## src/shared/prm_map.svh

```systemverilog
`ifndef PRM_MAP_SVH
`define PRM_MAP_SVH
// ----------------------------------------
// Register offsets
// ----------------------------------------
`define PRM_OFF_CLK_CTRL 8'h00
`define PRM_OFF_RST_CAUSE 8'h04
`define PRM_OFF_MODE 8'h08
`define PRM_OFF_IRQ_CTRL 8'h0c
`define PRM_OFF_PORT_DATA 8'h10
`define PRM_OFF_PORT_DIR 8'h14
`define PRM_OFF_PULL_EN 8'h18
`define PRM_OFF_DBG_CTRL 8'h1c
`define PRM_OFF_DBG_STAT 8'h20
// ----------------------------------------
// Field positions
// ----------------------------------------
`define PRM_CLK_RANGE_BIT 0
`define PRM_CLK_STOP_SELF_BIT 1
`define PRM_CLK_EXT_BIT 2
`define PRM_IRQ_EN_BIT 0
`define PRM_IRQ_RISE_BIT 1
`define PRM_IRQ_PULL_BIT 2
`define PRM_DBG_VAL_BIT 0
`define PRM_DBG_START_BIT 1
`define PRM_DBG_DIV_LSB 8
`define PRM_STAT_BUSY_BIT 0
`define PRM_STAT_RX_BIT 1
`define PRM_MODE_BGND_BIT 0
`define PRM_MODE_RUN_BIT 1
`define PRM_CAUSE_POR 0
`define PRM_CAUSE_PIN 1
`define PRM_CAUSE_INT_LSB 2
// ----------------------------------------
// Reset values and counts
// ----------------------------------------
`define PRM_CLK_CTRL_RST 3'h0
`define PRM_IRQ_CTRL_RST 3'h0
`define PRM_RST_PULSE_LAST 6'h21
`define PRM_BIT_LAST 4'hf
`define PRM_BIT_LOW_ONE 4'h4
`define PRM_BIT_LOW_ZERO 4'hd
`define PRM_BIT_SAMPLE 4'ha
`define PRM_RESET_VECTOR 16'hfffe
`define PRM_RESP_OKAY 2'h0
`define PRM_RESP_SLVERR 2'h2
`endif

```

## src/shared/prm_pkg.sv

```systemverilog
package prm_pkg;
    typedef enum logic {PRM_SRC_SELF, PRM_SRC_EXT} prm_clk_src_t;
    typedef enum logic {PRM_MODE_RUN, PRM_MODE_BGND} prm_mode_t;
endpackage

```

## src/verilog/prm_top.sv

```systemverilog
// Operation
// Self clock selected throughout reset
// Stop exit may force self clock
// Range bit picks oscillator frequency range
// Any reset drives pin low 34 cycles
// Reset cause logged in cause register
// External low on reset pin resets
// Debug pin is mode input during reset
// High at release selects run mode
// Low at release selects background mode
// Each debug bit lasts 16 clocks
// Debug bit clock scales with divider
// Debug pin open drain with speedup pulse
// Disabled interrupt pin has no effect
// Ports reset to inputs, pulls off
// Peripheral owns enable; direction selects read
// Pull enable acts whenever pin inputs
// Keypad rising sensitivity uses pull-downs
// Rising interrupt edge uses pull-down
// Highest priority enabled function owns pin
// Software clears flags before enabling interrupts
// Software disables sharers before enabling another
// Run mode fetches top reset vector
`timescale 1ns/1ps
`include "prm_map.svh"
module prm_top #(
    parameter int N = 8,
    parameter logic [N-1:0] KEYPAD_MASK = '0
) (
    input wire logic clk,
    input wire logic reset_n,
    input wire logic s_axi_awvalid,
    output logic s_axi_awready,
    input wire logic [7:0] s_axi_awaddr,
    input wire logic [2:0] s_axi_awprot,
    input wire logic s_axi_wvalid,
    output logic s_axi_wready,
    input wire logic [31:0] s_axi_wdata,
    input wire logic [3:0] s_axi_wstrb,
    output logic s_axi_bvalid,
    input wire logic s_axi_bready,
    output logic [1:0] s_axi_bresp,
    input wire logic s_axi_arvalid,
    output logic s_axi_arready,
    input wire logic [7:0] s_axi_araddr,
    input wire logic [2:0] s_axi_arprot,
    output logic s_axi_rvalid,
    input wire logic s_axi_rready,
    output logic [31:0] s_axi_rdata,
    output logic [1:0] s_axi_rresp,
    input wire logic reset_pin_i,
    output logic reset_pin_o,
    output logic reset_pin_oe,
    input wire logic [3:0] int_rst_src_i,
    output logic chip_rst_n_o,
    input wire logic stop_exit_i,
    output prm_pkg::prm_clk_src_t clk_src_o,
    output logic osc_range_hi_o,
    input wire logic dbg_pin_i,
    output logic dbg_pin_o,
    output logic dbg_pin_oe,
    output logic dbg_pullup_o,
    output prm_pkg::prm_mode_t mode_o,
    output logic vector_fetch_o,
    output logic [15:0] vector_addr_o,
    input wire logic irq_pin_i,
    output logic irq_req_o,
    output logic irq_level_o,
    output logic irq_pull_up_o,
    output logic irq_pull_down_o,
    input wire logic [N-1:0] pin_i,
    output logic [N-1:0] pin_o,
    output logic [N-1:0] pin_oe,
    output logic [N-1:0] pull_up_o,
    output logic [N-1:0] pull_down_o,
    input wire logic [N-1:0] alt1_en_i,
    input wire logic [N-1:0] alt1_oe_i,
    input wire logic [N-1:0] alt1_out_i,
    input wire logic [N-1:0] alt2_en_i,
    input wire logic [N-1:0] alt2_oe_i,
    input wire logic [N-1:0] alt2_out_i,
    input wire logic [N-1:0] keypad_rise_i
);
    // ----------------------------------------
    // Reset release
    // ----------------------------------------
    logic rst_ff1_q;
    logic rst_n_q;
    always_ff @(posedge clk or negedge reset_n)
    begin
        if (!reset_n)
        begin
            rst_ff1_q <= 1'b0;
            rst_n_q <= 1'b0;
        end
        else
        begin
            rst_ff1_q <= 1'b1;
            rst_n_q <= rst_ff1_q;
        end
    end

    // ----------------------------------------
    // Reset pulse and cause
    // ----------------------------------------
    logic por_pend_q;
    logic rst_drive_q;
    logic [5:0] pulse_cnt_q;
    logic pin_prev_q;
    logic [5:0] cause_q;
    logic in_rst_q;
    logic ext_fall;
    logic pulse_start;
    logic in_rst;
    logic rst_release;
    assign ext_fall = !reset_pin_i && pin_prev_q && !rst_drive_q;
    assign pulse_start = !rst_drive_q && (por_pend_q || (|int_rst_src_i) || ext_fall);
    assign in_rst = por_pend_q || rst_drive_q || !reset_pin_i;
    assign rst_release = in_rst_q && !in_rst;
    assign chip_rst_n_o = !in_rst;
    assign reset_pin_o = 1'b0;
    assign reset_pin_oe = rst_drive_q;

    always_ff @(posedge clk or negedge rst_n_q)
    begin
        if (!rst_n_q)
        begin
            por_pend_q <= 1'b1;
            rst_drive_q <= 1'b0;
            pulse_cnt_q <= 6'h00;
            pin_prev_q <= 1'b1;
            in_rst_q <= 1'b1;
        end
        else
        begin
            in_rst_q <= in_rst;
            pin_prev_q <= rst_drive_q ? 1'b1 : reset_pin_i;
            if (pulse_start)
            begin
                por_pend_q <= 1'b0;
                rst_drive_q <= 1'b1;
                pulse_cnt_q <= 6'h00;
            end
            else if (rst_drive_q)
            begin
                pulse_cnt_q <= pulse_cnt_q + 6'h01;
                if (pulse_cnt_q == `PRM_RST_PULSE_LAST)
                begin
                    rst_drive_q <= 1'b0;
                end
            end
        end
    end

    always_ff @(posedge clk or negedge rst_n_q)
    begin
        if (!rst_n_q)
        begin
            cause_q <= 6'h00;
        end
        else if (pulse_start)
        begin
            if (por_pend_q)
            begin
                cause_q <= 6'h01 << `PRM_CAUSE_POR;
            end
            else if (|int_rst_src_i)
            begin
                cause_q <= {int_rst_src_i, 2'h0};
            end
            else
            begin
                cause_q <= 6'h01 << `PRM_CAUSE_PIN;
            end
        end
    end

    // ----------------------------------------
    // Mode select and reset vector
    // ----------------------------------------
    logic bgnd_q;
    logic fetch_q;
    always_ff @(posedge clk or negedge rst_n_q)
    begin
        if (!rst_n_q)
        begin
            bgnd_q <= 1'b0;
            fetch_q <= 1'b0;
            vector_addr_o <= 16'h0000;
        end
        else
        begin
            fetch_q <= rst_release && dbg_pin_i;
            if (rst_release)
            begin
                bgnd_q <= !dbg_pin_i;
                vector_addr_o <= `PRM_RESET_VECTOR;
            end
        end
    end
    assign mode_o = bgnd_q ? prm_pkg::PRM_MODE_BGND : prm_pkg::PRM_MODE_RUN;
    assign vector_fetch_o = fetch_q;

    // ----------------------------------------
    // Register bus
    // ----------------------------------------
    logic aw_hold_q;
    logic w_hold_q;
    logic [7:0] awaddr_q;
    logic [31:0] wdata_q;
    logic [3:0] wstrb_q;
    logic bvalid_q;
    logic [1:0] bresp_q;
    logic rvalid_q;
    logic [31:0] rdata_q;
    logic [1:0] rresp_q;
    logic wr_en;
    logic [31:0] wmask;
    logic wr_hit;
    logic rd_hit;
    logic [31:0] rd_mux;
    assign s_axi_awready = !aw_hold_q && !bvalid_q;
    assign s_axi_wready = !w_hold_q && !bvalid_q;
    assign s_axi_bvalid = bvalid_q;
    assign s_axi_bresp = bresp_q;
    assign s_axi_arready = !rvalid_q;
    assign s_axi_rvalid = rvalid_q;
    assign s_axi_rdata = rdata_q;
    assign s_axi_rresp = rresp_q;
    assign wr_en = aw_hold_q && w_hold_q && !bvalid_q;
    assign wmask = {{8{wstrb_q[3]}}, {8{wstrb_q[2]}}, {8{wstrb_q[1]}}, {8{wstrb_q[0]}}};

    function automatic logic hit(input logic [7:0] a);
        hit = (a == `PRM_OFF_CLK_CTRL) || (a == `PRM_OFF_RST_CAUSE) || (a == `PRM_OFF_MODE)
            || (a == `PRM_OFF_IRQ_CTRL) || (a == `PRM_OFF_PORT_DATA) || (a == `PRM_OFF_PORT_DIR)
            || (a == `PRM_OFF_PULL_EN) || (a == `PRM_OFF_DBG_CTRL) || (a == `PRM_OFF_DBG_STAT);
    endfunction
    assign wr_hit = hit(awaddr_q);
    assign rd_hit = hit(s_axi_araddr);

    always_ff @(posedge clk or negedge rst_n_q)
    begin
        if (!rst_n_q)
        begin
            aw_hold_q <= 1'b0;
            w_hold_q <= 1'b0;
            awaddr_q <= 8'h00;
            wdata_q <= 32'h00000000;
            wstrb_q <= 4'h0;
            bvalid_q <= 1'b0;
            bresp_q <= `PRM_RESP_OKAY;
        end
        else
        begin
            if (s_axi_awvalid && s_axi_awready)
            begin
                aw_hold_q <= 1'b1;
                awaddr_q <= s_axi_awaddr;
            end
            if (s_axi_wvalid && s_axi_wready)
            begin
                w_hold_q <= 1'b1;
                wdata_q <= s_axi_wdata;
                wstrb_q <= s_axi_wstrb;
            end
            if (wr_en)
            begin
                aw_hold_q <= 1'b0;
                w_hold_q <= 1'b0;
                bvalid_q <= 1'b1;
                bresp_q <= wr_hit ? `PRM_RESP_OKAY : `PRM_RESP_SLVERR;
            end
            else if (bvalid_q && s_axi_bready)
            begin
                bvalid_q <= 1'b0;
            end
        end
    end

    // ----------------------------------------
    // Control registers
    // ----------------------------------------
    logic [2:0] clk_ctrl_q;
    logic [2:0] irq_ctrl_q;
    logic [N-1:0] data_q;
    logic [N-1:0] dir_q;
    logic [N-1:0] pull_q;
    logic [7:0] dbg_div_q;
    always_ff @(posedge clk or negedge rst_n_q)
    begin
        if (!rst_n_q)
        begin
            clk_ctrl_q <= `PRM_CLK_CTRL_RST;
            irq_ctrl_q <= `PRM_IRQ_CTRL_RST;
            data_q <= '0;
            dir_q <= '0;
            pull_q <= '0;
            dbg_div_q <= 8'h00;
        end
        else if (in_rst)
        begin
            clk_ctrl_q <= `PRM_CLK_CTRL_RST;
            irq_ctrl_q <= `PRM_IRQ_CTRL_RST;
            data_q <= '0;
            dir_q <= '0;
            pull_q <= '0;
            dbg_div_q <= 8'h00;
        end
        else
        begin
            if (wr_en && awaddr_q == `PRM_OFF_CLK_CTRL)
            begin
                clk_ctrl_q <= (clk_ctrl_q & ~wmask[2:0]) | (wdata_q[2:0] & wmask[2:0]);
            end
            else if (stop_exit_i && clk_ctrl_q[`PRM_CLK_STOP_SELF_BIT])
            begin
                clk_ctrl_q[`PRM_CLK_EXT_BIT] <= 1'b0;
            end
            if (wr_en && awaddr_q == `PRM_OFF_IRQ_CTRL)
            begin
                irq_ctrl_q <= (irq_ctrl_q & ~wmask[2:0]) | (wdata_q[2:0] & wmask[2:0]);
            end
            if (wr_en && awaddr_q == `PRM_OFF_PORT_DATA)
            begin
                data_q <= (data_q & ~wmask[N-1:0]) | (wdata_q[N-1:0] & wmask[N-1:0]);
            end
            if (wr_en && awaddr_q == `PRM_OFF_PORT_DIR)
            begin
                dir_q <= (dir_q & ~wmask[N-1:0]) | (wdata_q[N-1:0] & wmask[N-1:0]);
            end
            if (wr_en && awaddr_q == `PRM_OFF_PULL_EN)
            begin
                pull_q <= (pull_q & ~wmask[N-1:0]) | (wdata_q[N-1:0] & wmask[N-1:0]);
            end
            if (wr_en && awaddr_q == `PRM_OFF_DBG_CTRL && wstrb_q[1])
            begin
                dbg_div_q <= wdata_q[`PRM_DBG_DIV_LSB +: 8];
            end
        end
    end
    assign clk_src_o = (in_rst || !clk_ctrl_q[`PRM_CLK_EXT_BIT]) ? prm_pkg::PRM_SRC_SELF : prm_pkg::PRM_SRC_EXT;
    assign osc_range_hi_o = clk_ctrl_q[`PRM_CLK_RANGE_BIT];

    // ----------------------------------------
    // Debug bit engine
    // ----------------------------------------
    logic dbg_busy_q;
    logic dbg_val_q;
    logic dbg_rx_q;
    logic [3:0] bit_cnt_q;
    logic [7:0] div_cnt_q;
    logic dbg_tick;
    logic dbg_start;
    logic [3:0] low_len;
    assign dbg_tick = dbg_busy_q && (div_cnt_q == dbg_div_q);
    assign dbg_start = wr_en && awaddr_q == `PRM_OFF_DBG_CTRL && wstrb_q[0]
        && wdata_q[`PRM_DBG_START_BIT] && !dbg_busy_q && !in_rst;
    assign low_len = dbg_val_q ? `PRM_BIT_LOW_ONE : `PRM_BIT_LOW_ZERO;
    always_ff @(posedge clk or negedge rst_n_q)
    begin
        if (!rst_n_q)
        begin
            dbg_busy_q <= 1'b0;
            dbg_val_q <= 1'b0;
            dbg_rx_q <= 1'b0;
            bit_cnt_q <= 4'h0;
            div_cnt_q <= 8'h00;
        end
        else if (in_rst)
        begin
            dbg_busy_q <= 1'b0;
            bit_cnt_q <= 4'h0;
            div_cnt_q <= 8'h00;
        end
        else if (dbg_start)
        begin
            dbg_busy_q <= 1'b1;
            dbg_val_q <= wdata_q[`PRM_DBG_VAL_BIT];
            bit_cnt_q <= 4'h0;
            div_cnt_q <= 8'h00;
        end
        else if (dbg_busy_q)
        begin
            div_cnt_q <= dbg_tick ? 8'h00 : div_cnt_q + 8'h01;
            if (dbg_tick)
            begin
                bit_cnt_q <= bit_cnt_q + 4'h1;
                if (bit_cnt_q == `PRM_BIT_SAMPLE)
                begin
                    dbg_rx_q <= dbg_pin_i;
                end
                if (bit_cnt_q == `PRM_BIT_LAST)
                begin
                    dbg_busy_q <= 1'b0;
                end
            end
        end
    end
    assign dbg_pin_oe = !in_rst && dbg_busy_q && (bit_cnt_q <= low_len);
    assign dbg_pin_o = dbg_busy_q && (bit_cnt_q == low_len);
    assign dbg_pullup_o = 1'b1;

    // ----------------------------------------
    // External interrupt pin
    // ----------------------------------------
    logic irq_prev_q;
    logic irq_en;
    logic irq_rise;
    assign irq_en = irq_ctrl_q[`PRM_IRQ_EN_BIT];
    assign irq_rise = irq_ctrl_q[`PRM_IRQ_RISE_BIT];
    always_ff @(posedge clk or negedge rst_n_q)
    begin
        if (!rst_n_q)
        begin
            irq_prev_q <= 1'b1;
            irq_req_o <= 1'b0;
        end
        else
        begin
            irq_prev_q <= irq_pin_i;
            irq_req_o <= irq_en && (irq_rise ? (irq_pin_i && !irq_prev_q) : (!irq_pin_i && irq_prev_q));
        end
    end
    assign irq_level_o = irq_en ? irq_pin_i : 1'b1;
    assign irq_pull_up_o = irq_en && irq_ctrl_q[`PRM_IRQ_PULL_BIT] && !irq_rise;
    assign irq_pull_down_o = irq_en && irq_ctrl_q[`PRM_IRQ_PULL_BIT] && irq_rise;

    // ----------------------------------------
    // Shared port pins
    // ----------------------------------------
    logic [N-1:0] own1;
    logic [N-1:0] pull_on;
    logic [N-1:0] pull_dn_sel;
    assign own1 = alt1_en_i & ~alt2_en_i;
    assign pin_oe = (alt2_en_i & alt2_oe_i) | (own1 & alt1_oe_i) | (~alt2_en_i & ~alt1_en_i & dir_q);
    assign pin_o = (alt2_en_i & alt2_out_i) | (own1 & alt1_out_i) | (~alt2_en_i & ~alt1_en_i & data_q);
    assign pull_on = pull_q & ~pin_oe;
    assign pull_dn_sel = KEYPAD_MASK & keypad_rise_i;
    assign pull_up_o = pull_on & ~pull_dn_sel;
    assign pull_down_o = pull_on & pull_dn_sel;

    // ----------------------------------------
    // Register read
    // ----------------------------------------
    always_comb
    begin
        rd_mux = 32'h00000000;
        unique case (s_axi_araddr)
            `PRM_OFF_CLK_CTRL: rd_mux[2:0] = clk_ctrl_q;
            `PRM_OFF_RST_CAUSE: rd_mux[5:0] = cause_q;
            `PRM_OFF_MODE: rd_mux[1:0] = {!bgnd_q, bgnd_q};
            `PRM_OFF_IRQ_CTRL: rd_mux[2:0] = irq_ctrl_q;
            `PRM_OFF_PORT_DATA: rd_mux[N-1:0] = (dir_q & data_q) | (~dir_q & pin_i);
            `PRM_OFF_PORT_DIR: rd_mux[N-1:0] = dir_q;
            `PRM_OFF_PULL_EN: rd_mux[N-1:0] = pull_q;
            `PRM_OFF_DBG_CTRL: rd_mux[15:8] = dbg_div_q;
            `PRM_OFF_DBG_STAT: rd_mux[1:0] = {dbg_rx_q, dbg_busy_q};
            default: rd_mux = 32'h00000000;
        endcase
    end
    always_ff @(posedge clk or negedge rst_n_q)
    begin
        if (!rst_n_q)
        begin
            rvalid_q <= 1'b0;
            rdata_q <= 32'h00000000;
            rresp_q <= `PRM_RESP_OKAY;
        end
        else if (s_axi_arvalid && s_axi_arready)
        begin
            rvalid_q <= 1'b1;
            rdata_q <= rd_mux;
            rresp_q <= rd_hit ? `PRM_RESP_OKAY : `PRM_RESP_SLVERR;
        end
        else if (rvalid_q && s_axi_rready)
        begin
            rvalid_q <= 1'b0;
        end
    end
endmodule
```

## config.mk

```make
export PLATFORM = sky130hd
export DESIGN_NAME = prm_top
export DESIGN_NICKNAME = d
export VERILOG_FILES = /design/src/shared/prm_pkg.sv /design/src/verilog/prm_top.sv
export VERILOG_INCLUDE_DIRS = /design/src /design/src/shared
export SDC_FILE = /design/constraint.sdc
export NUM_CORES = 1
export LEC_CHECK = 0
export BUFFER_PORTS_ARGS = -buffer_cell sky130_fd_sc_hd__buf_2
export CORE_MARGIN = 2
export CORE_UTILIZATION = 54
export DETAILED_ROUTE_END_ITERATION = 8
export PLACE_DENSITY = 0.91
export SETUP_SLACK_MARGIN = 0.5
export SYNTH_ARGS = -nofsm -noshare
export SYNTH_HDL_FRONTEND = slang
export SYNTH_SLANG_ARGS = --single-unit
```

## constraint.sdc

```tcl
create_clock -name clk -period 11.75 [get_ports clk]
set_clock_uncertainty 0.2 [all_clocks]
set_input_delay 2.9375 -clock clk [delete_from_list [all_inputs] [get_ports clk]]
set_output_delay 2.9375 -clock clk [all_outputs]
set_load 0.03 [all_outputs]
```

-- After elaboration in Yosys (flattened, before gate mapping)
Cells that the tools add are included.
- flip-flop bits (word level): 126
- output and inout bits: 103
- add/sub/neg operators: 3
- order comparisons: 1
- eq/ne operators: 21
- mux-type cells: 55
- bitwise gates (word level): 36
- reduce and logical (&&, ||, !) cells: 91
- operators with widths (cell ; number):
    8-bit AND ; 15
    8-bit 2-to-1 mux ; 13
    8-bit by 5-bit equality test with 1-bit output (second input constant) ; 8
    8-bit bitwise OR ; 8
    8-bit NOT ; 5
    1-bit logical AND ; 36
    8-bit by 4-bit equality test with 1-bit output (second input constant) ; 4
    6-bit 2-to-1 mux ; 4
    1-bit 2-to-1 mux ; 23
    2-bit nonzero test ; 11
    1-bit logical OR ; 21
    4-bit 2-to-1 mux ; 5
    8-bit by 3-bit equality test with 1-bit output (second input constant) ; 2
    8-bit by 6-bit equality test with 1-bit output (second input constant) ; 2
    8-bit zero test ; 2
    2-bit case mux with 8 select lines ; 1
    1-bit zero test ; 14
    3-bit case mux with 4 select lines ; 1
    3-bit AND ; 3
    3-bit 2-to-1 mux ; 3
    3-bit nonzero test ; 3
    8-bit by 1-bit adder with 8-bit output (second input constant) ; 1
    4-bit equality test (second input constant) ; 2
    8-bit equality test ; 1
    other kinds (14) ; 19

-- Depth between registers and ports, before layout
- depth in word-level cells: 10
- gate-level depth with buffers: 7
- depth with buffers taken out: 6

-- Worst setup path before layout
No wires, ideal clock.
- path kind: input-to-output
- start point: in reset_pin_i
- end point: out clk_src_o
- arrival time: 4.331 ns
- data required time: 8.613 ns
- slack: 4.281 ns
- cell stages on the path: 4
- buffers on the path: 1
- cells stage by stage: or3b_2 inv_1 clkbuf_1 and2_1
- word-level cells in the longest chain between the ends: 4
- ends and longest elaborated chain (element ; line ; RTL):
    from (decl) ; prm_top.sv:51 ; input wire logic reset_pin_i,
    1-bit zero test ; prm_top.sv:118 ; assign in_rst = por_pend_q || rst_drive_q || !reset_pin_i;
    1-bit logical OR ; prm_top.sv:118 ;
    1-bit logical OR ; prm_top.sv:341 ; assign clk_src_o = (in_rst || !clk_ctrl_q[`PRM_CLK_EXT_BIT]) ? prm_pkg::PRM_SRC_SELF : prm_pkg::PRM_SRC_EXT;
    1-bit 2-to-1 mux ; prm_top.sv:341 ;
    to (decl) ; prm_top.sv:57 ; output prm_pkg::prm_clk_src_t clk_src_o,
No other way between the ends.

-- Final worst setup path
- start point: in reset_pin_i
- end point: out dbg_pin_oe
- word-level cells in the longest chain between the ends: 5
- ends and longest elaborated chain (element ; line ; RTL):
    1-bit zero test ; prm_top.sv:118 ;
    1-bit logical OR ; prm_top.sv:118 ;
    1-bit zero test ; prm_top.sv:399 ; assign dbg_pin_oe = !in_rst && dbg_busy_q && (bit_cnt_q <= low_len);
    1-bit logical AND (2 in series) ; prm_top.sv:399 ;
    to (decl) ; prm_top.sv:61 ; output logic dbg_pin_oe,
No other way between the ends.

==> flow_summary_export.csv <==
group,metric,value,unit
clock_network,clockRootBuffer,"clkbuf_16",
worst_setup_path,reg2reg_from,"reset_pin_oe$_DFF_PN0_",
logic_synthesis,synth_top_area_cell,"dfrtp_1",
worst_setup_path,cp.required,8.61,ns
grt,grt_use_met3,7.96,%
die,die_area,0.0133,mm^2
worst_setup_path,reg2reg_slack,8.69,ns
grt,grt_util_met1,33.0,%
clock_network,cts_tree,"yes",
worst_setup_path,worst_setup_path_start_kind,"primary input",
layout,fin_nets,958,
worst_hold_path,holdPathStages,0,
clock_network,ctsResizeCount,0,
die,fp.dieW,115,um
worst_hold_path,min_from,"rst_ff1_q$_DFF_PN0_",
worst_setup_path,r2r-end,"dbg_rx_q$_DFFE_PN0P_",
power_and_ir_drop,power.leakage,3.71,nW
worst_hold_path,hold_end,"rst_n_q$_DFF_PN0_",
clock_network,cts_setup_buffers,0,
layout,area_growth,20.4,%
worst_setup_path,cp_max_fo,39,
clock_network,insertion_delay,0.41,ns
run_status,status,"completed",
logic_synthesis,synth_cells,664,
route,dr.pass1.iters,5,
grt,grt_pass1_wl,26.9,mm
clock_network,cts.path.max_buffers,2,
die,ioPinCount,240,
worst_hold_path,min_path_type,"flip-flop to flip-flop",
route,drcViolationCount,0,
route,drt_iter0_drc,394,
sta,drv_slew,0,
grt,overflow,0,
worst_setup_path,arrival,4.88,ns
clock_network,clk_pin_slew,0.05,ns
sta,finalHoldViolations,0,
sta,setup_ws,3.73,ns
worst_setup_path,slowest_stage,"or3b_2",
worst_setup_path,timing.critical_path.buf_inv,3,
logic_synthesis,synth_top_area_share,45.0,%
logic_synthesis,synth_seq_area_share,46.6,%
sta,relSlewSlack,20.6,%
sta,worst_hold_slack,0.146,ns
grt,grt_pass1_vias,5413,
grt,grt_max_degree,72,
logic_synthesis,ys_ff_latch,124,
clock_network,clock-sinks,124,
route,totalWireLength,17.4,mm
logic_synthesis,syn-cell-area,0.00668,mm^2
logic_synthesis,synth_area_per_cell,10.1,um^2
die,start_util,55.4,%
worst_setup_path,startpoint,"reset_pin_i",
worst_setup_path,setup.worst_path.end_class,"output pin",
grt,busiest_layer,"met2",
worst_setup_path,reg2reg_depth,5,
sta,rsz0062_at_grt,"no",
clock_network,cts_buffers,17,
die,die_h,115,um
layout,drive_gt1_share,31.4,%
die,rows,40,
die,coreArea,0.0121,mm^2
grt,antenna_found_initial,2,
placement,portBuffers,178,
sta,timing.fmax,125,MHz
logic_synthesis,synth-edff-count,0,
worst_setup_path,path_cells,"buf_2 > or3b_2 > inv_1 > nand2_1 > nor2_1 > buf_2",
placement,dp_hpwl,12.1,mm
sta,setup_violations,0,
sta,finalSetupTns,0,ns
route,via_per_inst,5.71,
logic_synthesis,synthArstFlopShare,100,%
run,cap_violations,0,
route,vias,5686,
placement,pre_cts_ws,3.77,ns
worst_setup_path,cpPeakStageDelay,0.82,ns
logic_synthesis,ys_warn_count,0,
placement,gp_congestion,0.882,
worst_setup_path,critPathKind,"primary input to output pin",
logic_synthesis,ys_top_cells_by_area,"dfrtp_1 (45%), mux2i_1 (7.9%), mux2_2 (5.2%)",
clock_network,htreeDepth,4,
grt,track_usage,26.4,%
worst_setup_path,critPathMostFrequentCell,"buf_2",
route,post_drt_wl_per_cell,17.5,um
logic_synthesis,synth_flop_cell,"dfrtp_1",
clock_network,cts_hold_buf,0,
logic_synthesis,synth.distinct_cells,57,
sta,worst_pin_slew,1.17,ns
grt,use_met2,43.9,%
sta,period_minus_slack,8.02,ns
sta,post-route-period-util,68.2,%
route,antenna_left,0,
power_and_ir_drop,power_density,180,mW/mm^2
power_and_ir_drop,irDropWorstVdd,0.238,mV
worst_setup_path,cpLargestDelayFamily,"simple AND/OR/NAND/NOR gates",
per-stage QoR:
step | cells | area, um^2 | util [%] | power (mW)
global placement | 963 | 7440 | 61.7 | 0.911
floorplan | 692 | 6780 | - | 0.856
CTS | 995 | 8040 | 66.6 | 1.45
finish | 996 | 8040 | 66.7 | 1.44
detailed placement | 963 | 7440 | 61.7 | 0.927
global route | 996 | 8040 | 66.7 | 1.51
area by class of cell:
type / instances / area (um^2)
Sequential cell: 124 / 3110
Timing Repair Buffer: 181 / 913
Tap cell: 168 / 210
Inverter: 22 / 82.6
Multi-Input combinational cell: 468 / 3130
Clock buffer: 19 / 453
Fill cell: 923 / 4020
Antenna cell: 1 / 2.50
Clock inverter: 13 / 141
layer usage:
metal,vias to the layer above,share of wire (%)
met1,2765,40
met4,0,2.4
li1,2614,-
met2,272,49
met3,35,8.6
met5,-,0
flip-flops by register name, indices dropped and copies added (netlist names), 2 cells and up:
register / cells
wdata_q: 16
cause_q: 6
dbg_div_q: 8
data_q: 8
s_axi_rdata: 16
clk_ctrl_q: 3
pull_q: 8
div_cnt_q: 8
awaddr_q: 8
bit_cnt_q: 4
pulse_cnt_q: 6
wstrb_q: 2
dir_q: 8
irq_ctrl_q: 3
worst max-delay path by stage:
stage	endpoint	slack (ns)	cells after the start
global placement	dbg_pin_oe	3.81	6
finish	dbg_pin_oe	3.73	6
floorplan	clk_src_o	4.28	4
detailed placement	dbg_pin_oe	3.77	6
global route	dbg_pin_oe	3.60	6
CTS	dbg_pin_oe	3.75	6
Yosys cell counts (3+ instances only):
cell type  number
nand4b_1        5
and3_1          4
a21oi_1        20
or4_1           8
buf_1           5
clkbuf_1       27
a22oi_1         4
dfstp_2         4
nand3_1        13
o31ai_1         8
buf_4          43
mux2_2         31
a311oi_1        4
a22o_1         18
nor2_1         65
nor2b_1         3
a21o_1          3
and2_1          6
xnor2_1         9
mux2i_1        53
o21ai_0        40
dfrtp_1       120
a211o_1         3
or3b_2          4
nor3b_1         6
nand3b_1        4
nand4_1        11
o32ai_1         3
nor4_1          5
nor3_1          7
a31oi_1         4
ha_1            7
nand2b_1        7
inv_1          22
o211ai_1        5
nand2_1        50
power breakdown:
group	internal, mW	leakage (nW)	switching (mW)
combinational	0.129	1.81	0.195
clock	0.324	0.286	0.193
sequential	0.505	1.62	0.0976
layout by cell type (no fill, tap or decap), drive strengths merged, types with 5 or more instances in the layout:
master,synthesis,layout
clkinv,0,6
ha,7,7
clkbuf,27,19
and2,7,7
nand2b,7,7
dfrtp,120,120
buf,51,181
mux2,31,31
nand4b,5,5
xnor2,9,9
or4,9,9
nor3b,6,6
nand2,50,50
nand3,13,13
o21ai,40,40
nor2,65,65
nor4,8,8
nor3,7,7
o31ai,8,8
inv,22,24
conb,2,30
nand4,11,11
mux2i,53,53
o211ai,5,5
a21oi,20,20
a22o,18,18
cell families (layout without fill, tap and decap cells):
logic type | after synthesis | after routing | share of synthesized area (%)
mux | 85 | 85 | 13.5
simple gates | 213 | 213 | 16.7
other cells | 2 | 31 | 0.112
buf+inv | 100 | 235 | 8.19
fa+ha+maj | 7 | 7 | 1.31
flops | 124 | 124 | 46.6
xor+xnor | 11 | 11 | 1.44
compound gates | 122 | 122 | 12.1
Note: power is estimated with default switching activity, not from simulation.
